File: src/rtl/qrw_defines.svh
/*
 * Constants for the quad I/O read path: opcodes, dummy counts,
 * phase lengths, wrap field positions and reset values.
 * Assumes inclusion by bare name from the design files.
 */
`ifndef QRW_DEFINES_SVH
`define QRW_DEFINES_SVH

`define QRW_OP_FAST      8'heb
`define QRW_OP_WORD      8'he7
`define QRW_OP_OCTAL     8'he3
`define QRW_DUMMY_FAST   3'h4
`define QRW_DUMMY_WORD   3'h2
`define QRW_DUMMY_OCTAL  3'h0
`define QRW_OPC_LAST     3'h7
`define QRW_ADDR_LAST    3'h5
`define QRW_MODE_LAST    3'h1
`define QRW_SKIP_CODE    2'h2
`define QRW_RESET_CLKS   4'h8
`define QRW_WRAP_RESET   3'h1
`define QRW_WRAP_DIS_POS 0
`define QRW_WRAP_LEN_MSB 2
`define QRW_WRAP_LEN_LSB 1

`endif

File: src/rtl/qrw_pkg.sv
/*
 * Types shared by the quad I/O read path: frame states, command
 * kinds, and the pin bundles in and out.
 * Assumes nothing of its surroundings.
 */
package qrw_pkg;

    typedef enum logic [2:0] {
        ST_IDLE,
        ST_OPC,
        ST_ADDR,
        ST_MODE,
        ST_DUMMY,
        ST_DATA,
        ST_IGNORE
    } qrw_state_t;

    typedef enum logic [1:0] {
        CMD_FAST,
        CMD_WORD,
        CMD_OCTAL
    } qrw_cmd_t;

    typedef struct packed {
        logic       cs_n;
        logic       sclk;
        logic [3:0] quad_line;
    } qrw_pins_t;

    typedef struct packed {
        logic [3:0] oe;
        logic [3:0] dout;
    } qrw_pad_t;

endpackage

File: src/rtl/qrw_quad_read.sv
/*
 * Device-side read path for the quad I/O read commands, with
 * continuous (opcode-less) mode and, for fast and word reads, wrapped bursts in a page.
 * Assumes pins arrive asynchronously and are oversampled by
 * i_core_clk; a memory answers each o_rd_req with one byte.
 */
`timescale 1ns/1ps
`include "qrw_defines.svh"

module qrw_quad_read (
    input  wire logic               i_core_clk,
    input  wire logic               i_rst,
    input  wire qrw_pkg::qrw_pins_t i_pins,
    output qrw_pkg::qrw_pad_t       o_pad,
    input  wire logic               i_quad_enable_bit,
    input  wire logic [2:0]         i_burst_wrap_bits,
    input  wire logic               i_wrap_load,
    output logic                    o_rd_req,
    output logic [23:0]             o_rd_addr,
    input  wire logic [7:0]         i_rd_data,
    input  wire logic               i_rd_valid,
    output logic                    o_rd_ready,
    output logic                    o_continuous_active,
    output logic                    o_wrap_disable_bit
);
    import qrw_pkg::*;

    function automatic logic [2:0] qrw_dummies(input qrw_cmd_t c);
        case (c)
            CMD_FAST: qrw_dummies = `QRW_DUMMY_FAST;
            CMD_WORD: qrw_dummies = `QRW_DUMMY_WORD;
            default:  qrw_dummies = `QRW_DUMMY_OCTAL;
        endcase
    endfunction

    function automatic logic [7:0] qrw_wrap_mask(input logic [1:0] len);
        case (len)
            2'h0:    qrw_wrap_mask = 8'h07;
            2'h1:    qrw_wrap_mask = 8'h0f;
            2'h2:    qrw_wrap_mask = 8'h1f;
            default: qrw_wrap_mask = 8'h3f;
        endcase
    endfunction

    function automatic logic [23:0] qrw_next(input logic [23:0] a, input logic wrap,
                                             input logic [1:0] len);
        logic [7:0] m;
        m = qrw_wrap_mask(len);
        if (wrap)
            qrw_next = {a[23:8], (a[7:0] & ~m) | ((a[7:0] + 8'h01) & m)};
        else
            qrw_next = a + 24'h000001;
    endfunction

    function automatic logic [23:0] qrw_align(input qrw_cmd_t c, input logic [23:0] a);
        case (c)
            CMD_WORD:  qrw_align = {a[23:1], 1'h0};
            CMD_OCTAL: qrw_align = {a[23:4], 4'h0};
            default:   qrw_align = a;
        endcase
    endfunction

    qrw_pins_t   pin_s1;
    qrw_pins_t   pin_s2;
    qrw_pins_t   pin_s3;
    qrw_state_t  state_reg;
    qrw_cmd_t    cmd_reg;
    qrw_cmd_t    cont_cmd_reg;
    logic [2:0]  cnt_reg;
    logic [6:0]  opc_reg;
    logic [19:0] addr_reg;
    logic [3:0]  mode_hi_reg;
    logic        cont_reg;
    logic        ones_reg;
    logic [3:0]  rise_cnt_reg;
    logic [2:0]  wrap_reg;
    logic        fetch_on_reg;
    logic [23:0] fetch_addr_reg;
    logic [23:0] base_addr_reg;
    logic        pending_reg;
    logic        discard_reg;
    logic [7:0]  buf_mem [0:1];
    logic        wr_ptr_reg;
    logic        rd_ptr_reg;
    logic [1:0]  buf_cnt_reg;
    logic [1:0]  buf_cnt_next;
    logic        nib_reg;
    logic [7:0]  out_byte_reg;
    logic [2:0]  dummy_seen_reg;
    logic        rise;
    logic        fall;
    logic        cs_fall;
    logic        cs_rise;
    logic        wrap_on;
    logic        push;
    logic        pop;

    // Two-stage synchroniser, third stage for edge finding
    always_ff @(posedge i_core_clk) begin
        if (i_rst) begin
            pin_s1 <= '{cs_n: 1'h1, sclk: 1'h0, quad_line: 4'h0};
            pin_s2 <= '{cs_n: 1'h1, sclk: 1'h0, quad_line: 4'h0};
            pin_s3 <= '{cs_n: 1'h1, sclk: 1'h0, quad_line: 4'h0};
        end else begin
            pin_s1 <= i_pins;
            pin_s2 <= pin_s1;
            pin_s3 <= pin_s2;
        end
    end

    assign rise    = pin_s2.sclk & ~pin_s3.sclk & ~pin_s2.cs_n;
    assign fall    = ~pin_s2.sclk & pin_s3.sclk & ~pin_s2.cs_n;
    assign cs_fall = ~pin_s2.cs_n & pin_s3.cs_n;
    assign cs_rise = pin_s2.cs_n & ~pin_s3.cs_n;
    assign wrap_on = ~wrap_reg[`QRW_WRAP_DIS_POS] && (cmd_reg != CMD_OCTAL);

    // Frame sequencer: opcode, address, mode, dummies, data
    always_ff @(posedge i_core_clk) begin
        if (i_rst) begin
            state_reg   <= ST_IDLE;
            cmd_reg     <= CMD_FAST;
            cnt_reg     <= 3'h0;
            opc_reg     <= 7'h00;
            addr_reg    <= 20'h00000;
            mode_hi_reg <= 4'h0;
        end else if (pin_s2.cs_n) begin
            state_reg <= ST_IDLE;
        end else if (cs_fall) begin
            state_reg <= cont_reg ? ST_ADDR : ST_OPC;
            cmd_reg   <= cont_cmd_reg;
            cnt_reg   <= 3'h0;
        end else if (rise) begin
            case (state_reg)
                ST_OPC: begin
                    opc_reg <= {opc_reg[5:0], pin_s2.quad_line[0]};
                    cnt_reg <= cnt_reg + 3'h1;
                    if (cnt_reg == `QRW_OPC_LAST) begin
                        state_reg <= i_quad_enable_bit ? ST_ADDR : ST_IGNORE;
                        case ({opc_reg, pin_s2.quad_line[0]})
                            `QRW_OP_FAST:  cmd_reg <= CMD_FAST;
                            `QRW_OP_WORD:  cmd_reg <= CMD_WORD;
                            `QRW_OP_OCTAL: cmd_reg <= CMD_OCTAL;
                            default:       state_reg <= ST_IGNORE;
                        endcase
                    end
                end
                ST_ADDR: begin
                    addr_reg <= {addr_reg[15:0], pin_s2.quad_line};
                    cnt_reg  <= cnt_reg + 3'h1;
                    if (cnt_reg == `QRW_ADDR_LAST) begin
                        cnt_reg   <= 3'h0;
                        state_reg <= ST_MODE;
                    end
                end
                ST_MODE: begin
                    cnt_reg <= cnt_reg + 3'h1;
                    if (cnt_reg == 3'h0)
                        mode_hi_reg <= pin_s2.quad_line;
                    if (cnt_reg == `QRW_MODE_LAST) begin
                        cnt_reg   <= 3'h0;
                        state_reg <= (qrw_dummies(cmd_reg) == 3'h0) ? ST_DATA : ST_DUMMY;
                    end
                end
                ST_DUMMY: begin
                    cnt_reg <= cnt_reg + 3'h1;
                    if (cnt_reg == qrw_dummies(cmd_reg) - 3'h1)
                        state_reg <= ST_DATA;
                end
                default: state_reg <= state_reg;
            endcase
        end
    end

    // Continuous mode: lower mode nibble never looked at
    always_ff @(posedge i_core_clk) begin
        if (i_rst) begin
            cont_reg     <= 1'h0;
            cont_cmd_reg <= CMD_FAST;
        end else if (rise && state_reg == ST_MODE && cnt_reg == `QRW_MODE_LAST) begin
            cont_reg     <= (mode_hi_reg[1:0] == `QRW_SKIP_CODE);
            cont_cmd_reg <= cmd_reg;
        end else if (cs_rise && cont_reg && ones_reg && rise_cnt_reg == `QRW_RESET_CLKS) begin
            cont_reg <= 1'h0;
        end
    end

    // Watch for the eight-clock all-ones reset frame
    always_ff @(posedge i_core_clk) begin
        if (i_rst || cs_fall) begin
            ones_reg     <= 1'h1;
            rise_cnt_reg <= 4'h0;
        end else if (rise) begin
            ones_reg <= ones_reg & (&pin_s2.quad_line);
            if (rise_cnt_reg != 4'hf)
                rise_cnt_reg <= rise_cnt_reg + 4'h1;
        end
    end

    always_ff @(posedge i_core_clk) begin
        if (i_rst)
            wrap_reg <= `QRW_WRAP_RESET;
        else if (i_wrap_load)
            wrap_reg <= i_burst_wrap_bits;
    end

    // Fetch: one read in flight, never more than buffer room
    always_ff @(posedge i_core_clk) begin
        if (i_rst) begin
            fetch_on_reg   <= 1'h0;
            fetch_addr_reg <= 24'h000000;
            base_addr_reg  <= 24'h000000;
            pending_reg    <= 1'h0;
            discard_reg    <= 1'h0;
            o_rd_req       <= 1'h0;
            o_rd_addr      <= 24'h000000;
        end else begin
            o_rd_req <= 1'h0;
            if (i_rd_valid) begin
                pending_reg <= 1'h0;
                discard_reg <= 1'h0;
            end
            if (cs_rise) begin
                fetch_on_reg <= 1'h0;
                if (pending_reg && !i_rd_valid)
                    discard_reg <= 1'h1;
            end else if (rise && state_reg == ST_ADDR && cnt_reg == `QRW_ADDR_LAST) begin
                fetch_on_reg   <= 1'h1;
                fetch_addr_reg <= qrw_align(cmd_reg, {addr_reg, pin_s2.quad_line});
                base_addr_reg  <= qrw_align(cmd_reg, {addr_reg, pin_s2.quad_line});
            end else if (fetch_on_reg && !pending_reg && !discard_reg && buf_cnt_reg != 2'h2) begin
                o_rd_req       <= 1'h1;
                o_rd_addr      <= fetch_addr_reg;
                pending_reg    <= 1'h1;
                fetch_addr_reg <= qrw_next(fetch_addr_reg, wrap_on,
                                           wrap_reg[`QRW_WRAP_LEN_MSB:`QRW_WRAP_LEN_LSB]);
            end
        end
    end

    // Two-entry byte buffer between memory and serialiser
    assign push = i_rd_valid && o_rd_ready && !discard_reg;
    assign pop  = fall && state_reg == ST_DATA && !nib_reg && buf_cnt_reg != 2'h0;

    always_comb begin
        if (cs_rise)
            buf_cnt_next = 2'h0;
        else
            buf_cnt_next = buf_cnt_reg + {1'h0, push} - {1'h0, pop};
    end

    always_ff @(posedge i_core_clk) begin
        if (i_rst) begin
            wr_ptr_reg  <= 1'h0;
            rd_ptr_reg  <= 1'h0;
            buf_cnt_reg <= 2'h0;
            o_rd_ready  <= 1'h1;
        end else begin
            buf_cnt_reg <= buf_cnt_next;
            o_rd_ready  <= buf_cnt_next != 2'h2;
            if (cs_rise) begin
                wr_ptr_reg <= 1'h0;
                rd_ptr_reg <= 1'h0;
            end else begin
                if (push)
                    wr_ptr_reg <= ~wr_ptr_reg;
                if (pop)
                    rd_ptr_reg <= ~rd_ptr_reg;
            end
        end
    end

    always_ff @(posedge i_core_clk) begin
        if (push)
            buf_mem[wr_ptr_reg] <= i_rd_data;
    end

    // Serialiser: high nibble first on falling edges
    always_ff @(posedge i_core_clk) begin
        if (i_rst) begin
            o_pad        <= '{oe: 4'h0, dout: 4'h0};
            nib_reg      <= 1'h0;
            out_byte_reg <= 8'h00;
        end else if (state_reg != ST_DATA) begin
            o_pad.oe <= 4'h0;
            nib_reg  <= 1'h0;
        end else if (fall) begin
            o_pad.oe <= 4'hf;
            nib_reg  <= ~nib_reg;
            if (!nib_reg) begin
                out_byte_reg <= buf_mem[rd_ptr_reg];
                o_pad.dout   <= buf_mem[rd_ptr_reg][7:4];
            end else begin
                o_pad.dout <= out_byte_reg[3:0];
            end
        end
    end

    assign o_continuous_active = cont_reg;
    assign o_wrap_disable_bit  = wrap_reg[`QRW_WRAP_DIS_POS];

    always_ff @(posedge i_core_clk) begin
        if (i_rst || cs_fall)
            dummy_seen_reg <= 3'h0;
        else if (rise && state_reg == ST_DUMMY)
            dummy_seen_reg <= dummy_seen_reg + 3'h1;
    end
endmodule

File: config.mk
export PLATFORM = sky130hd
export DESIGN_NAME = qrw_quad_read
export DESIGN_NICKNAME = d
export VERILOG_FILES = /design/src/rtl/qrw_pkg.sv /design/src/rtl/qrw_quad_read.sv
export VERILOG_INCLUDE_DIRS = /design/src /design/src/rtl
export SDC_FILE = /design/constraint.sdc
export NUM_CORES = 1
export LEC_CHECK = 0
export ABC_CLOCK_PERIOD_IN_PS = 2470
export BUFFER_PORTS_ARGS = -buffer_cell sky130_fd_sc_hd__clkbuf_2
export CORE_MARGIN = 5
export CORE_UTILIZATION = 50
export DETAILED_ROUTE_END_ITERATION = 7
export PLACE_DENSITY = 0.7
export SYNTH_ARGS = -nofsm -noshare
export SYNTH_HDL_FRONTEND = slang
export SYNTH_SLANG_ARGS = --single-unit
export TNS_END_PERCENT = 100
File: constraint.sdc
create_clock -name i_core_clk -period 2.47 [get_ports i_core_clk]
set_input_delay 0.1235 -clock i_core_clk [delete_from_list [all_inputs] [get_ports i_core_clk]]
set_output_delay 0.1235 -clock i_core_clk [all_outputs]
set_load 0.1 [all_outputs]
==> metrics.md <==
| Metric | Value |
|---|---|
| Synthesis warning total | `0` |
| Number of enable-type register cells in the synthesized netlist | `16` |
| Run status | `finished, final reports clean` |
| Share of final-layout standard cells stronger than drive strength 1 | `0.215` |
| Io pins | `58` |
| DRC violation count after routing | `0` |
| Setup crit start kind | `register` |
| Reg power frac | `0.444` |
| Fraction of the yosys area taken by sequential cells | `0.475` |
| Pre-CTS setup slack | `135 ps` |
| Total clock buffers created by CTS | `17` |
| Clock-pin slew of the registers on the worst-case setup and hold paths | `60 ps` |
| Initial cell density of the core | `0.512` |
| Root Buffer | `sky130_fd_sc_hd__clkbuf_16` |
| Power spent charging and discharging nets | `1130 uW` |
| Least setup slack across all paths after layout | `117 ps` |
| CTS Buffer Depth | `2` |
| Filler instances | `1119` |
| Placed cells | `912` |
| Routed length per instance | `14.8 microns` |
| Number of pins exceeding their max-slew limit in the final report | `0` |
| Wire length of the first global-routing pass | `24500 microns` |
| Internal Power | `4410 uW` |
| Kind of end point of the critical path | `register` |
| Final period utilization | `0.952` |
| Number of input and output port buffers inserted | `57` |
| Largest net degree at the start of global routing | `76` |
| Count of vias placed by the detailed router | `5149` |
| Syn Nets | `736` |
| Count of antenna-violating nets left after detailed routing | `0` |
| Clock network power share | `0.518` |
| Antenna fix cells | `0` |
| Max cap viols | `0` |
| Worst-Skew Late Latency | `420 ps` |
| Static Leak | `0.00287 uW` |
| Remaining global-route overflow | `0` |
| CTS HTree Levels | `4` |
| Max FFs per register | `24` |
| Path type of the worst min-delay path | `input pin to register` |
| Post-CTS repair timing setup buffer count | `0` |
| Power per Cell Area | `711 nW/um^2` |
| Clock tree from TritonCTS | `done` |
| Net count, final | `813` |
| Clock tree skew after final layout | `5.47 ps` |
| Layout overhead on the synthesized area | `20.3%` |
| Number of global-route vias before repair | `5159` |
| Post-synthesis register bit count | `146` |
| RSZ-0062 raised after global routing | `false` |
| Per-instance average area after synthesis | `9.25 sq um` |
| Min Tclk post-route | `2350 ps` |
| Count of final hold-check violations | `0` |
| Routability cong. | `0.910` |
| Worst path required time | `2770 ps` |
| Cell Area, Placed | `6940 sq um` |
| Worst Max-Slew Pin Slew | `853 ps` |
| Worst rel slew slack | `0.431` |
| Y dimension of the die | `124 microns` |
| Final setup fails | `0` |
| Number of clock sinks | `146` |
| Switching power as a share of total power | `0.204` |
| Row count | `41` |
| Worst hold-check slack | `17.6 ps` |
| Flip-flop cell with the highest count after synthesis | `sky130_fd_sc_hd__dfxtp_1` |
| Category of the critical setup timing path | `register to register` |
| Maximum fanout along the worst path | `4` |
| Mapped Cells | `701` |
| Routed via count divided by cell count | `5.35` |
| Power share of the combinational group | `0.037` |
| Die ar. | `15300 sq um` |
| Non-filler instance count after layout | `963` |
| First-iteration detailed-routing DRC count | `330` |
| Aggregate routed wire length | `14300 microns` |
| Count of distinct cell types in the synthesized netlist | `70` |
| Area of the placeable core | `12700 sq um` |
| Total negative slack | `0 ps` |
| Worst ir drop on vdd | `0.376 mV` |
| Data arrival time of the worst path | `2660 ps` |
| Total GRT Usage | `0.202` |
| DIE WIDTH | `124 microns` |
| Maximum frequency from static timing analysis | `0.425 GHz` |
| Post-Syn Area | `6480 sq um` |
| Antenna violations before repair | `0` |
| HPWL Detailed | `9860 microns` |
| Post-route standard cell area excluding fillers | `7800 sq um` |
| First drt pass iteration count | `4` |
| Proportion of synthesized flip-flops having asynchronous set or reset | `0` |
[power by group through the flow]
stage	Sequential, uW	Clock, uW	Combinational (uW)
3_3_place_gp	2510	0	178
6_report	2460	2870	206
5_1_grt	2470	3050	226
4_1_cts	2460	2930	208
3_5_place_dp	2510	0	183
2_1_floorplan	2520	0	109
[worst max-delay path, stage by stage, from the launching register on]
cell	delay, ps
sky130_fd_sc_hd__dfxtp_2	340
sky130_fd_sc_hd__or3b_2	490
sky130_fd_sc_hd__nor3_4	200
sky130_fd_sc_hd__o21a_1	180
sky130_fd_sc_hd__ha_1	230
sky130_fd_sc_hd__inv_1	70
sky130_fd_sc_hd__ha_1	160
sky130_fd_sc_hd__xor2_1	170
sky130_fd_sc_hd__xnor2_1	100
sky130_fd_sc_hd__or3_1	300
[cell usage in the layout, fill, tap and decap left out, drive strengths merged, types with 3 or more instances in the layout]
cell,netlist,final
nand4,8,8
nor3b,7,7
a21boi,3,3
bufinv,0,6
xnor2,16,16
o2bb2ai,3,3
nand2b,15,15
nor4,11,11
inv,15,16
nand3,11,11
and4,3,3
xor2,9,9
ha,13,13
a211oi,22,22
edfxtp,16,16
dlygate4sd3,0,19
nor3,18,18
nand2,115,115
nor2b,14,14
o31a,3,3
o21ai,8,8
mux2i,29,29
nand3b,4,4
or3,4,4
a21oi,63,63
clkbuf,28,73
or2,6,6
buf,14,25
or3b,4,4
dfxtp,130,130
nor2,67,67
clkinv,0,7
and3,3,3
[worst paths after layout]
check	start	end	slack, ps	cells past startpoint
worst max-delay path	pin_s3[4]$_SDFF_PP0_	o_rd_ready$_SDFF_PP1_	120	9
worst min-delay path	i_rst	pin_s3[4]$_SDFF_PP0_	20	2
worst max register to register	pin_s3[4]$_SDFF_PP0_	o_rd_ready$_SDFF_PP1_	120	9
worst min register to register	pin_s1[5]$_SDFF_PP1_	pin_s2[5]$_SDFF_PP1_	420	1
[cells in the mapped netlist (4+ instances only)]
master,number,area share
sky130_fd_sc_hd__dfxtp_1,130,0.40
sky130_fd_sc_hd__nand2_1,97,0.056
sky130_fd_sc_hd__nor2_1,67,0.039
sky130_fd_sc_hd__a21oi_1,45,0.035
sky130_fd_sc_hd__mux2i_1,29,0.045
sky130_fd_sc_hd__clkbuf_1,28,0.016
sky130_fd_sc_hd__a211oi_1,22,0.025
sky130_fd_sc_hd__a21oi_2,18,0.024
sky130_fd_sc_hd__nand2_2,18,0.017
sky130_fd_sc_hd__nor3_1,17,0.013
sky130_fd_sc_hd__edfxtp_1,16,0.074
sky130_fd_sc_hd__xnor2_1,16,0.022
sky130_fd_sc_hd__inv_1,15,0.0087
sky130_fd_sc_hd__nand2b_1,14,0.014
sky130_fd_sc_hd__nor2b_1,14,0.014
sky130_fd_sc_hd__ha_1,13,0.025
sky130_fd_sc_hd__nand3_1,11,0.0085
sky130_fd_sc_hd__nor4_1,9,0.0087
sky130_fd_sc_hd__xor2_1,9,0.012
sky130_fd_sc_hd__nand4_1,8,0.0077
sky130_fd_sc_hd__nor3b_1,7,0.0081
sky130_fd_sc_hd__o21ai_0,7,0.0054
sky130_fd_sc_hd__or2_2,5,0.0048
sky130_fd_sc_hd__buf_2,4,0.0031
sky130_fd_sc_hd__nand3b_1,4,0.0046
sky130_fd_sc_hd__or3_1,4,0.0039
[logic make-up (layout without fill, tap and decap cells)]
kind of cell,after synthesis,after routing,share of synthesized area
adder cells (fa/ha/maj),13,13,0.0251
AO/OA/AOI/OAI,129,129,0.139
AND/OR/NAND/NOR,302,302,0.237
flip-flops,146,146,0.475
XOR/XNOR,25,25,0.0338
multiplexers,29,29,0.0448
buffers and inverters,57,147,0.0453
[repair_timing]
item                                    CTS  global route
endpoints found under the setup margin    0             1
endpoints found under the hold margin    26             0
hold buffers                             19             0
gates resized for setup                   0             1
[routing by layer]
layer	vias up	track usage	share of wire
met4	0	0.101	0.027
met1	2391	0.259	0.46
li1	2600	-	-
met2	126	0.320	0.46
met3	32	0.0472	0.048
met5	-	0	0
[area by class of cell]
cell class	count	area (sq um)	area share
multi-input cells	498	3120	0.400
flip-flops and latches	146	3090	0.396
clock inverters	15	238	0.0305
clock buffers	17	425	0.0545
well taps	172	215	0.0276
inverters	15	56.3	0.00722
repair buffers	100	658	0.0844
[stage by stage]
stage | power, uW | utilization
finish | 5540 | 0.615
global route | 5740 | 0.615
CTS | 5600 | 0.615
detailed placement | 2700 | 0.548
global placement | 2690 | 0.548
floorplan | 2630 | -
Note: power is estimated with default switching activity, not from simulation.
